===== config.mk =====
export PLATFORM = sky130hd
export DESIGN_NAME = srf_shift_rotate_flag_unit
export DESIGN_NICKNAME = d
export VERILOG_FILES = /design/src/rtl/srf_pkg.sv /design/src/rtl/srf_shift_rotate_flag_unit.sv
export SDC_FILE = /design/constraint.sdc
export NUM_CORES = 1
export LEC_CHECK = 0
export ABC_AREA = 0
export BUFFER_PORTS_ARGS = -buffer_cell sky130_fd_sc_hd__buf_2
export CORE_ASPECT_RATIO = 0.7
export CORE_MARGIN = 10
export CORE_UTILIZATION = 50
export CTS_CLUSTER_DIAMETER = 200
export CTS_CLUSTER_SIZE = 10
export DETAILED_ROUTE_END_ITERATION = 7
export GPL_TIMING_DRIVEN = 0
export HOLD_SLACK_MARGIN = 0.15
export PLACE_DENSITY = 0.79
export SETUP_SLACK_MARGIN = 0.02
export SYNTH_ARGS = -nofsm -noshare
export SYNTH_HDL_FRONTEND = slang
export SYNTH_SLANG_ARGS = --single-unit

===== constraint.sdc =====
create_clock -name sys_clk -period 2.3 [get_ports sys_clk]
set_input_delay 0.23 -clock sys_clk [delete_from_list [all_inputs] [get_ports sys_clk]]
set_output_delay 0.23 -clock sys_clk [all_outputs]
set_load 0.02 [all_outputs]

===== src/rtl/srf_pkg.sv =====
package srf_pkg;

    // Operation select
    typedef enum logic [2:0] {
        SRF_OP_NONE       = 3'h0,
        SRF_OP_ROT_RIGHT     = 3'h1,
        SRF_OP_SHIFT_LEFT    = 3'h2,
        SRF_OP_SHIFT_LEFT_A  = 3'h3,
        SRF_OP_SHIFT_RIGHT_A = 3'h4,
        SRF_OP_FLAGS_LOAD    = 3'h5
    } srf_op_t;

    // Sequencer states, Gray coded along idle -> step -> done
    typedef enum logic [1:0] {
        SRF_ST_IDLE = 2'b00,
        SRF_ST_STEP = 2'b01,
        SRF_ST_DONE = 2'b11
    } srf_state_t;

    // Flag bundle
    typedef struct packed {
        logic overflow_flag;
        logic direction_flag;
        logic int_enable_flag;
        logic trap_flag;
        logic sign_flag;
        logic zero_flag;
        logic aux_carry_flag;
        logic parity_flag;
        logic carry_flag;
    } srf_flags_t;

    // Operation request bundle
    typedef struct packed {
        srf_op_t     op;
        logic        word_size;
        logic        count_from_reg;
        logic [7:0]  imm_count;
        logic [15:0] dest;
    } srf_req_t;

    // Positions of flag bits inside the high accumulator byte
    localparam int SRF_HAB_SIGN_BIT   = 7;
    localparam int SRF_HAB_ZERO_BIT   = 6;
    localparam int SRF_HAB_AUX_BIT    = 4;
    localparam int SRF_HAB_PARITY_BIT = 2;
    localparam int SRF_HAB_CARRY_BIT  = 0;

    // Reset values
    localparam logic [15:0] SRF_RESULT_RST = 16'h0000;
    localparam logic [8:0]  SRF_FLAGS_RST  = 9'h000;
    localparam logic [7:0]  SRF_COUNT_RST  = 8'h00;

endpackage


===== src/rtl/srf_shift_rotate_flag_unit.sv =====
`timescale 1ns/10ps
// What this block does
// RQ1 - Rotate-right turns the byte or word right one place per step, the bottom bit wrapping to the top.
// RQ2 - Each rotate-right step copies the lowest bit into carry and that bit becomes the new top bit.
// RQ3 - A rotate-right of count one sets overflow when the top two result bits differ, else clears it.
// RQ4 - The count comes from an immediate or from the count register; the destination is any operand value.
// RQ5 - Single steps repeat while the remaining count is nonzero, counting down; count zero does no step.
// RQ6 - Flag-load copies high accumulator byte bits 7, 6, 4, 2 and 0 into sign, zero, aux, parity and carry.
// RQ7 - Flag-load leaves overflow, direction, interrupt-enable and trap untouched.
// RQ8 - Logical and arithmetic left shift are one operation that shifts left and inserts zeros.
// RQ9 - Each left-shift step moves the top bit into carry before doubling the value.
// RQ10 - A left shift of count one clears overflow if the sign bit kept its value, else sets it.
// RQ11 - Arithmetic right shift moves right and fills the top with copies of the original sign.
// RQ12 - Each arithmetic-right step puts the lowest bit into carry.
// RQ13 - Arithmetic right shift rounds toward minus infinity for negatives, unlike signed division.
// RQ14 - Arithmetic right shift leaves overflow cleared.
// RQ15 - Flags an operation does not touch keep their value; undefined flags get a fixed, deterministic value.
module srf_shift_rotate_flag_unit #(
    parameter int COUNT_W = 8
) (
    // Clock and reset
    input  wire logic                 sys_clk,
    input  wire logic                 nrst,
    // Request
    input  wire logic                 start,
    input  wire srf_pkg::srf_req_t    req,
    input  wire logic [COUNT_W-1:0]   count_register_low,
    input  wire logic [7:0]           high_accumulator_byte,
    // Flag load from the core and flag state out
    input  wire logic                 flags_wr,
    input  wire srf_pkg::srf_flags_t  flags_wr_data,
    output srf_pkg::srf_flags_t       flags,
    // Result
    output logic                      busy,
    output logic                      done,
    output logic [15:0]               result
);

    // Timing: a request is taken on an idle edge and that same edge enters the step phase
    // Each further edge takes one step while count remains
    // The edge after the last step writes the final flags and raises done
    // Done lasts one cycle, then the sequencer is idle again
    // Result and flags stand until the next request or core write

    // Sequencer state and captured operation
    srf_pkg::srf_state_t  state_reg;
    srf_pkg::srf_state_t  state_next;
    srf_pkg::srf_op_t     op_reg;
    logic                 word_reg;

    // Remaining count and what the final flags need to know about the start
    logic [COUNT_W-1:0]   count_reg;
    logic                 count_one_reg;
    logic                 count_zero_reg;
    logic                 sign_orig_reg;

    // Working operand and flag state
    logic [15:0]          dest_reg;
    srf_pkg::srf_flags_t  flags_reg;

    // One step of the operation: carry out above the new value
    logic [16:0]          step_out;
    logic [15:0]          dest_next;
    logic                 carry_next;
    // Request decode and phase strobes
    logic [COUNT_W-1:0]   start_count;
    logic                 take_req;
    logic                 step_en;
    logic                 last_step;
    // Overflow candidates for a count of one
    logic                 rotate_ovf;
    logic                 shift_left_ovf;

    // Top bit of the operand at the selected size
    function automatic logic top_bit(input logic [15:0] v, input logic w);
        top_bit = w ? v[15] : v[7];
    endfunction

    // Bit just below the top at the selected size
    function automatic logic next_bit(input logic [15:0] v, input logic w);
        next_bit = w ? v[14] : v[6];
    endfunction

    // Even parity of the low byte
    function automatic logic parity_even(input logic [15:0] v);
        parity_even = ~^v[7:0];
    endfunction

    // Zero test at the selected size
    function automatic logic is_zero(input logic [15:0] v, input logic w);
        is_zero = w ? (v == 16'h0000) : (v[7:0] == 8'h00);
    endfunction

    // One rotate-right step as {carry, value}; the bottom bit wraps to the top
    function automatic logic [16:0] rotate_right_step(input logic [15:0] v, input logic w);
        logic [15:0] r;
        // Byte form keeps the upper half clear
        r = w ? {v[0], v[15:1]} : {8'h00, v[0], v[7:1]};
        rotate_right_step = {v[0], r};
    endfunction

    // One left-shift step as {carry, value}; the top bit leaves, a zero enters below
    function automatic logic [16:0] shift_left_step(input logic [15:0] v, input logic w);
        logic [15:0] r;
        r = {v[14:0], 1'b0};
        // A byte operand keeps its upper half clear
        if (!w) begin
            r[15:8] = 8'h00;
        end
        shift_left_step = {top_bit(v, w), r};
    endfunction

    // One arithmetic right step as {carry, value}; the sign bit is copied downward
    function automatic logic [16:0] shift_right_arith_step(input logic [15:0] v, input logic w);
        logic [15:0] r;
        // Sign fill gives floor rounding, not truncation toward zero
        r = w ? {v[15], v[15:1]} : {8'h00, v[7], v[7:1]};
        shift_right_arith_step = {v[0], r};
    endfunction

    // Flag set after a flag load; the upper four flags pass through untouched
    function automatic srf_pkg::srf_flags_t load_from_hab(input srf_pkg::srf_flags_t f, input logic [7:0] hab);
        srf_pkg::srf_flags_t n;
        n                = f;
        n.sign_flag      = hab[srf_pkg::SRF_HAB_SIGN_BIT];
        n.zero_flag      = hab[srf_pkg::SRF_HAB_ZERO_BIT];
        n.aux_carry_flag = hab[srf_pkg::SRF_HAB_AUX_BIT];
        n.parity_flag    = hab[srf_pkg::SRF_HAB_PARITY_BIT];
        n.carry_flag     = hab[srf_pkg::SRF_HAB_CARRY_BIT];
        load_from_hab    = n;
    endfunction

    // Sign, zero and parity of a shift result; aux carry cleared as the fixed choice
    function automatic srf_pkg::srf_flags_t result_flags(input srf_pkg::srf_flags_t f, input logic [15:0] v,
                                                         input logic w);
        srf_pkg::srf_flags_t n;
        n                = f;
        n.sign_flag      = top_bit(v, w);
        n.zero_flag      = is_zero(v, w);
        n.parity_flag    = parity_even(v);
        n.aux_carry_flag = 1'b0;
        result_flags     = n;
    endfunction

    // Count source select
    assign start_count = req.count_from_reg ? count_register_low : req.imm_count[COUNT_W-1:0]; // [RQ4]

    // Phase strobes: request taken in idle, a step while count remains, last edge of the step phase
    assign take_req  = (state_reg == srf_pkg::SRF_ST_IDLE) && start;
    assign step_en   = (state_reg == srf_pkg::SRF_ST_STEP) && (count_reg != '0);    // [RQ5]
    assign last_step = (state_reg == srf_pkg::SRF_ST_STEP) && (count_reg == '0);    // [RQ5]

    // One step of the current operation
    always_comb begin
        step_out = {flags_reg.carry_flag, dest_reg};
        case (op_reg)
            srf_pkg::SRF_OP_ROT_RIGHT: begin
                // Bottom bit goes to carry and to the top
                step_out = rotate_right_step(dest_reg, word_reg);          // [RQ1] [RQ2]
            end
            srf_pkg::SRF_OP_SHIFT_LEFT, srf_pkg::SRF_OP_SHIFT_LEFT_A: begin
                // Both left shifts are the same operation
                step_out = shift_left_step(dest_reg, word_reg);            // [RQ8] [RQ9]
            end
            srf_pkg::SRF_OP_SHIFT_RIGHT_A: begin
                // Bottom bit goes to carry, sign is kept
                step_out = shift_right_arith_step(dest_reg, word_reg);     // [RQ11] [RQ12] [RQ13]
            end
            default: begin
                step_out = {flags_reg.carry_flag, dest_reg};
            end
        endcase
    end

    // Split the step output into carry and value
    assign carry_next = step_out[16];
    assign dest_next  = step_out[15:0];

    // Overflow for a count of one, from the final value; other counts leave overflow as it was
    assign rotate_ovf     = top_bit(dest_reg, word_reg) ^ next_bit(dest_reg, word_reg);   // [RQ3]
    assign shift_left_ovf = top_bit(dest_reg, word_reg) ^ sign_orig_reg;                  // [RQ10]

    // Sequencer next state
    always_comb begin
        state_next = state_reg;
        case (state_reg)
            srf_pkg::SRF_ST_IDLE: begin
                // Start is ignored in any other state
                if (start) begin
                    state_next = srf_pkg::SRF_ST_STEP;
                end
            end
            srf_pkg::SRF_ST_STEP: begin
                // Zero count leaves at once: no step is taken
                if (count_reg == '0) begin                                // [RQ5]
                    state_next = srf_pkg::SRF_ST_DONE;
                end
            end
            default: begin
                // Done lasts one cycle, then back to idle
                state_next = srf_pkg::SRF_ST_IDLE;
            end
        endcase
    end

    // Sequencer state register
    always_ff @(posedge sys_clk or negedge nrst) begin
        if (!nrst) begin
            // Reset returns to idle
            state_reg <= srf_pkg::SRF_ST_IDLE;
        end else begin
            state_reg <= state_next;
        end
    end

    // Operand capture, count-down and stepping
    always_ff @(posedge sys_clk or negedge nrst) begin
        if (!nrst) begin
            // Reset leaves an idle, empty datapath
            op_reg         <= srf_pkg::SRF_OP_NONE;
            word_reg       <= 1'b0;
            count_reg      <= COUNT_W'(srf_pkg::SRF_COUNT_RST);
            count_one_reg  <= 1'b0;
            count_zero_reg <= 1'b0;
            sign_orig_reg  <= 1'b0;
            dest_reg       <= srf_pkg::SRF_RESULT_RST;
        end else if (take_req) begin
            op_reg         <= req.op;
            word_reg       <= req.word_size;
            count_one_reg  <= (start_count == COUNT_W'(1));
            count_zero_reg <= (start_count == '0);
            sign_orig_reg  <= top_bit(req.dest, req.word_size);
            // A byte operand is held in the low half with the upper half clear
            dest_reg       <= req.word_size ? req.dest : {8'h00, req.dest[7:0]};
            // Flag load and idle ops take no steps
            if (req.op == srf_pkg::SRF_OP_FLAGS_LOAD || req.op == srf_pkg::SRF_OP_NONE) begin
                count_reg <= '0;
            end else begin
                count_reg <= start_count;                                 // [RQ4]
            end
        end else if (step_en) begin
            // One step per edge while count remains
            dest_reg  <= dest_next;                                       // [RQ5]
            count_reg <= count_reg - COUNT_W'(1);                         // [RQ5]
        end
    end

    // Flag register; a core write wins over everything else
    always_ff @(posedge sys_clk or negedge nrst) begin
        if (!nrst) begin
            // Reset clears every flag
            flags_reg <= srf_pkg::SRF_FLAGS_RST;
        end else if (flags_wr) begin
            flags_reg <= flags_wr_data;
        end else if (take_req && req.op == srf_pkg::SRF_OP_FLAGS_LOAD) begin
            // Overflow, direction, interrupt enable and trap are kept
            flags_reg <= load_from_hab(flags_reg, high_accumulator_byte);             // [RQ6] [RQ7]
        end else if (step_en) begin
            // Carry follows the bit shifted out on every step
            flags_reg.carry_flag <= carry_next;                                        // [RQ2] [RQ9] [RQ12]
        end else if (last_step) begin
            // Final flags; untouched flags hold, undefined ones take fixed values
            case (op_reg)
                srf_pkg::SRF_OP_ROT_RIGHT: begin
                    // Rotate leaves sign, zero, parity and aux alone
                    // Count other than one: overflow held as the defined choice
                    if (count_one_reg) begin
                        flags_reg.overflow_flag <= rotate_ovf;                         // [RQ3]
                    end
                end
                srf_pkg::SRF_OP_SHIFT_LEFT, srf_pkg::SRF_OP_SHIFT_LEFT_A: begin
                    // A zero count performs no step and leaves every flag as it was
                    if (!count_zero_reg) begin
                        flags_reg <= result_flags(flags_reg, dest_reg, word_reg);      // [RQ15]
                    end
                    // Assigned last so that it wins over the bundle above
                    if (count_one_reg) begin
                        flags_reg.overflow_flag <= shift_left_ovf;                     // [RQ10]
                    end
                end
                srf_pkg::SRF_OP_SHIFT_RIGHT_A: begin
                    if (count_zero_reg) begin
                        // Zero count: sign, zero and parity of the unchanged value, aux kept
                        flags_reg.sign_flag   <= top_bit(dest_reg, word_reg);
                        flags_reg.zero_flag   <= is_zero(dest_reg, word_reg);
                        flags_reg.parity_flag <= parity_even(dest_reg);
                    end else begin
                        flags_reg <= result_flags(flags_reg, dest_reg, word_reg);      // [RQ15]
                    end
                    flags_reg.overflow_flag <= 1'b0;                                   // [RQ14]
                end
                default: begin
                    flags_reg <= flags_reg;                                            // [RQ15]
                end
            endcase
        end
    end

    // Busy from the cycle after a request until idle again
    assign busy   = (state_reg != srf_pkg::SRF_ST_IDLE);
    // Done pulse in the single done state
    assign done   = (state_reg == srf_pkg::SRF_ST_DONE);
    // Result and flags straight from their registers
    assign result = dest_reg;
    assign flags  = flags_reg;

endmodule // srf_shift_rotate_flag_unit


==> impl_metrics.csv, run 1 <==
group,metric,value,unit
clocking,numCtsBuffers,5,
synth,synthFlopType,"dfrtp_1",
routing,drtPass1Iterations,4,
worst_setup_path,required,2.49,ns
synth,synth_cell_type_count,53,
worst_setup_path,worstSetupPathType,"reg -> reg",
floorplan,dieHeight,81.3,um
synth,synth.net_count,366,
timing,max_slew_margin,0.376,
floorplan,dieArea,8750,um2
layout,largest_reg_flops,16,
pwr,vdd_drop_max,0.638,mV
placed_design,gp_congestion,0.929,
timing,maxSlewViolCount,0,
layout,antenna_cells,0,
floorplan,num_rows,22,
synth,yosysSeqAreaShare,0.391,
clocking,clk_pin_slew,0.08,ns
placed_design,placed_area,3170,um2
timing,tightest_slew,0.936,ns
global_routing,grt.total_usage,0.177,
layout,final_area,3310,um2
synth,yosysWarnings,0,
routing,route.final.wire_length,7980,um
synth,synth_seq_cells,42,
clocking,clock-sinks,42,
clocking,clock_latency,0.30,ns
synth,synth_enable_flop_cells,0,
routing,route.detailed.drc,0,
layout,area_delta_synth_final,23.3,%
layout,fillCellCount,472,
pwr,p_total,4.31,mW
global_routing,grt_pass1_wl,12500,um
timing,fin_tns_setup,0,ns
placed_design,hpwl,6060,um
global_routing,antenna_found_initial,0,
layout,finalNetCount,456,
global_routing,grt_max_degree,43,
routing,ant_nets,0,
timing,setup_viol,0,
global_routing,grt.overflow.total,0,
routing,vias,2594,
floorplan,coreArea,5230,um2
timing,rsz0062_at_grt,"no",
synth,syn-cell-area,2690,um2
floorplan,num_io_pins,85,
layout,drive_gt1_frac,0.293,
floorplan,die_x,108,um
pwr,power_per_cell_area,1300,nW/um2
synth,syn_inst,302,
clocking,cts_root_buf,"clkbuf_8",
timing,finalCritPeriodShare,0.900,
run,drv_cap,0,
timing,finalCriticalPeriod,2.07,ns
placed_design,port-buffer-count,79,
floorplan,start_util,0.514,
run_status,status,"finished clean",
timing,fmax,483,MHz
worst_setup_path,crit_path_end_kind,"register",
hold_path,hold_class,"in -> reg",
clocking,tritoncts,"done",
worst_setup_path,critical_path_arrival,2.26,ns
routing,drt-vias-per-instance,5.58,
timing,hold_viol_final,0,
timing,fin_skew,0.00451,ns
clocking,clockBufferDepth,2,
clocking,cts_max_level,2,
global_routing,grt_pass1_vias,2520,
pwr,p_leak,1.64,nW
routing,dr.first_iter.drc_count,166,
worst_setup_path,start_kind,"register",
routing,wl_per_cell,17.2,um
synth,synthArstFlopShare,1.00,
timing,hold_ws,0.157,ns
synth,syn_area_per_cell,8.90,um2
worst_setup_path,crit_fanout,5,
## Yosys cell counts (all sizes together) (4+ instances only)
cell type	count	share of area
dfrtp	42	0.39
nand2	34	0.047
nor2	26	0.037
a21oi	24	0.050
mux2i	23	0.086
inv	19	0.027
o21ai	13	0.024
nand3	10	0.019
buf	9	0.017
nor3	9	0.021
a211oi	8	0.022
mux2	8	0.034
clkbuf	7	0.0098
ha	6	0.028
nand2b	4	0.0093
nor3b	4	0.011
nor4	4	0.015
o211ai	4	0.011
o21a	4	0.011
xnor2	4	0.013
## cell families (layout without fill, tap and decap cells)
group | Yosys count | after routing | share of synthesized area
simple gates | 109 | 109 | 0.207
fa+ha+maj | 6 | 6 | 0.0279
compound gates | 73 | 73 | 0.182
buf+inv | 35 | 126 | 0.0535
mux | 31 | 31 | 0.119
xor+xnor | 6 | 6 | 0.0196
flops | 42 | 42 | 0.391
## path summary, 6_finish.rpt
path / from / end / slack, ns / cells after the start
min in group asynchronous: nrst / count_reg[6] / 0.61 / 2
setup / recovery: count_reg[0] / flags[4] / 0.23 / 6
max in group asynchronous: nrst / state_reg[1] / 1.10 / 2
hold reg to reg: sign_orig_reg / sign_orig_reg / 0.49 / 2
setup reg to reg: count_reg[0] / flags[4] / 0.23 / 6
hold / removal: flags_wr_data[5] / flags[5] / 0.16 / 2
## per-layer routing
metal / GRT usage / up-vias / share of wire
met4: 0.0585 / 0 / 0.015
met1: 0.240 / 1229 / 0.46
met5: 0 / - / 0
li1: - / 1256 / -
met3: 0.0585 / 12 / 0.093
met2: 0.258 / 97 / 0.43
## critical path, cell delays in order, from the launching register on
cell     delay (ns)
dfrtp_1        0.45
inv_1          0.10
ha_1           0.17
nor3b_2        0.28
nand3_1        0.24
o21ai_1        0.34
mux2_2         0.37
## power by group
group | total, mW | internal (mW) | switching (mW)
clock network | 0.502 | 0.242 | 0.259
logic | 2.44 | 1.02 | 1.43
registers | 1.37 | 1.03 | 0.335
total | 4.31 | 2.29 | 2.02
## layout make-up
cell class,count,area [um2],share of cell area
well taps,72,90.1,0.0272
clock inverters,1,5.00,0.00151
flip-flops and latches,42,1050,0.317
inverters,19,71.3,0.0215
clock buffers,7,86.3,0.0261
repair buffers,83,430,0.130
multi-input cells,225,1510,0.454
plain buffers,16,73.8,0.0223
## layout by cell type (no fill, tap or decap), types with 6 or more instances in the layout
cell type	n
a211oi_1	8
a21oi_1	22
buf_2	83
clkbuf_1	7
clkbuf_8	6
dfrtp_1	42
ha_1	6
inv_1	19
mux2_2	8
mux2i_1	23
nand2_1	34
nand3_1	10
nor2_1	25
nor3_1	8
o21ai_0	11
## through the flow
step | std cells | utilization | worst slack (ns)
final | 465 | 0.633 | 0.229
after global routing | 465 | 0.633 | 0.127
after CTS | 463 | 0.628 | 0.0755
after detailed placement | 453 | 0.607 | -0.0194
after global placement | 453 | 0.607 | 0.0130
after floorplan | 302 | - | 0.291
## what timing repair did
item                                   CTS  global route
hold buffers                             2             0
gates resized for setup                  1             4
buffers inserted                         0             2
pin swaps                                0             1
endpoints found under the hold margin   43             0
setup endpoints to repair                3            17
Power figures use the tool's default switching activity.
==> inputs of run 2 (changes only) <==
==> constraint.sdc (replaced) <==
create_clock -name sys_clk -period 2.11 [get_ports sys_clk]
set_input_delay 0.211 -clock sys_clk [delete_from_list [all_inputs] [get_ports sys_clk]]
set_output_delay 0.211 -clock sys_clk [all_outputs]
set_load 0.02 [all_outputs]
==> impl_metrics.csv, run 2 (same netlist as run 1, synthesis figures left out) <==
group,metric,value,unit
global_routing,grt.total_usage,0.179,
layout,seqCellArea,1050,um2
layout,drive_gt1_frac,0.296,
timing,fmax,498,MHz
floorplan,dieArea,8750,um2
timing,rsz0062_at_grt,"yes",
routing,ant_nets,0,
clocking,clk_pin_slew,0.08,ns
worst_setup_path,start_kind,"register",
placed_design,dp_slack,-0.209,ns
timing,fin_skew,0.00428,ns
routing,drt-vias-per-instance,5.59,
routing,route.final.wire_length,8050,um
global_routing,antenna_found_initial,0,
routing,drtPass1Iterations,5,
worst_setup_path,required,2.30,ns
layout,antenna_cells,0,
pwr,p_sw_frac,0.465,
layout,layout_commonest_cell,"buf_2",
pwr,share_seq_of_total_power,0.315,
clocking,cts_root_buf,"clkbuf_8",
pwr,p_leak,1.67,nW
global_routing,grt.overflow.total,0,
layout,largest_reg_flops,16,
routing,vias,2626,
pwr,power_per_cell_area,1410,nW/um2
timing,max_slew_margin,0.365,
worst_setup_path,critical_path_arrival,2.20,ns
timing,tightest_slew,0.952,ns
floorplan,num_io_pins,85,
clocking,numCtsBuffers,5,
clocking,clockBufferDepth,2,
layout,area_delta_synth_final,25.6,%
floorplan,num_rows,22,
routing,route.detailed.drc,0,
hold_path,hold_class,"in -> reg",
worst_setup_path,worstSetupPathType,"reg -> reg",
global_routing,grt_pass1_vias,2556,
clocking,tritoncts,"done",
placed_design,hpwl,6060,um
placed_design,gp_congestion,0.929,
placed_design,port-buffer-count,79,
layout,fin_util,0.645,
routing,wl_per_cell,17.1,um
pwr,clkPwrFrac,0.115,
layout,finalNetCount,461,
pwr,pwr-share-comb,0.570,
pwr,p_int,2.54,mW
routing,dr.first_iter.drc_count,206,
worst_setup_path,crit_fanout,10,
timing,finalCriticalPeriod,2.01,ns
timing,maxSlewViolCount,0,
pwr,switchingPower,2.21,mW
floorplan,start_util,0.514,
global_routing,grt_max_degree,43,
timing,setup_ws,0.100,ns
run_status,status,"finished clean",
worst_setup_path,crit_path_end_kind,"register",
layout,multi_input_area,1520,um2
layout,fillCellCount,462,
timing,fin_tns_setup,0,ns
floorplan,dieHeight,81.3,um
timing,finalCritPeriodShare,0.952,
clocking,clock-sinks,42,
clocking,cts_max_level,2,
timing,setup_viol,0,
layout,layout_common_cells,"83 x buf_2, 42 x dfrtp_1, 34 x nand2_1, 25 x nor2_1, 23 x mux2i_1",
floorplan,die_x,108,um
pwr,vdd_drop_max,0.678,mV
clocking,clock_latency,0.30,ns
global_routing,grt_pass1_wl,12700,um
run,drv_cap,0,
floorplan,coreArea,5230,um2
timing,hold_viol_final,0,
==> run 2: cell count changes in the layout (fill, tap and decap cells not counted), sizes merged <==
cell         delta
dlygate4sd3     +4
clkbuf          +1
==> run 2: power by group through the flow <==
stage / Clock [mW] / Sequential, mW / Combinational, mW
2_1_floorplan: 0 / 1.63 / 1.69
3_5_place_dp: 0 / 1.49 / 2.58
4_1_cts: 0.555 / 1.48 / 2.64
5_1_grt: 0.588 / 1.54 / 3.01
3_3_place_gp: 0 / 1.48 / 2.50
6_report: 0.547 / 1.50 / 2.70
==> run 2: final timing paths <==
path,from,end,slack (ns),depth (start not counted)
worst max-delay path,count_reg[0],flags[0],0.10,7
worst min-delay path,req[7],result[7],0.16,3
worst max register to register,count_reg[0],flags[0],0.10,7
worst min register to register,sign_orig_reg,sign_orig_reg,0.49,2
max in group asynchronous,nrst,state_reg[1],0.91,2
min in group asynchronous,nrst,count_reg[6],0.60,2
==> run 2: final cells by class <==
| cell class | instances | share of cell area |
|---|---|---|
| multi-input cells | 225 | 0.449 |
| flip-flops and latches | 42 | 0.311 |
| repair buffers | 88 | 0.142 |
| well taps | 72 | 0.0267 |
| clock buffers | 7 | 0.0256 |
| plain buffers | 16 | 0.0230 |
| inverters | 19 | 0.0211 |
| clock inverters | 1 | 0.00148 |
==> run 2: stage by stage <==
| step | power (mW) | hold WS, ns | area [um2] | cells |
|---|---|---|---|---|
| finish | 4.75 | 0.156 | 3370 | 470 |
| global route | 5.14 | 0.171 | 3370 | 470 |
| global placement | 3.98 | 0.413 | 3170 | 453 |
| detailed placement | 4.07 | 0.416 | 3170 | 453 |
| CTS | 4.67 | 0.156 | 3340 | 469 |
| floorplan | 3.31 | -0.0846 | 2690 | 302 |
==> run 2: critical path: stages, from the launching register on <==
cell and delay, ns:
dfrtp_1 0.45, inv_1 0.11, ha_1 0.17, nor3b_4 0.25, a21oi_4 0.15, and2_4 0.19
or3_1 0.34, a32o_1 0.25
==> run 2: metal layers <==
metal	track usage	part of all wire	up-vias
met5	0	0	-
met4	0.0585	0.015	0
met3	0.0585	0.096	13
met2	0.264	0.44	96
met1	0.243	0.45	1254
li1	-	-	1263
==> run 2: repair_timing <==
action / CTS / global route
hold endpoints to repair: 47 / 0
setup buffers: 2 / 1
setup endpoints to repair: 17 / 20
gates resized for setup: 2 / 8
pin swaps: 1 / 3
hold buffers: 6 / 0
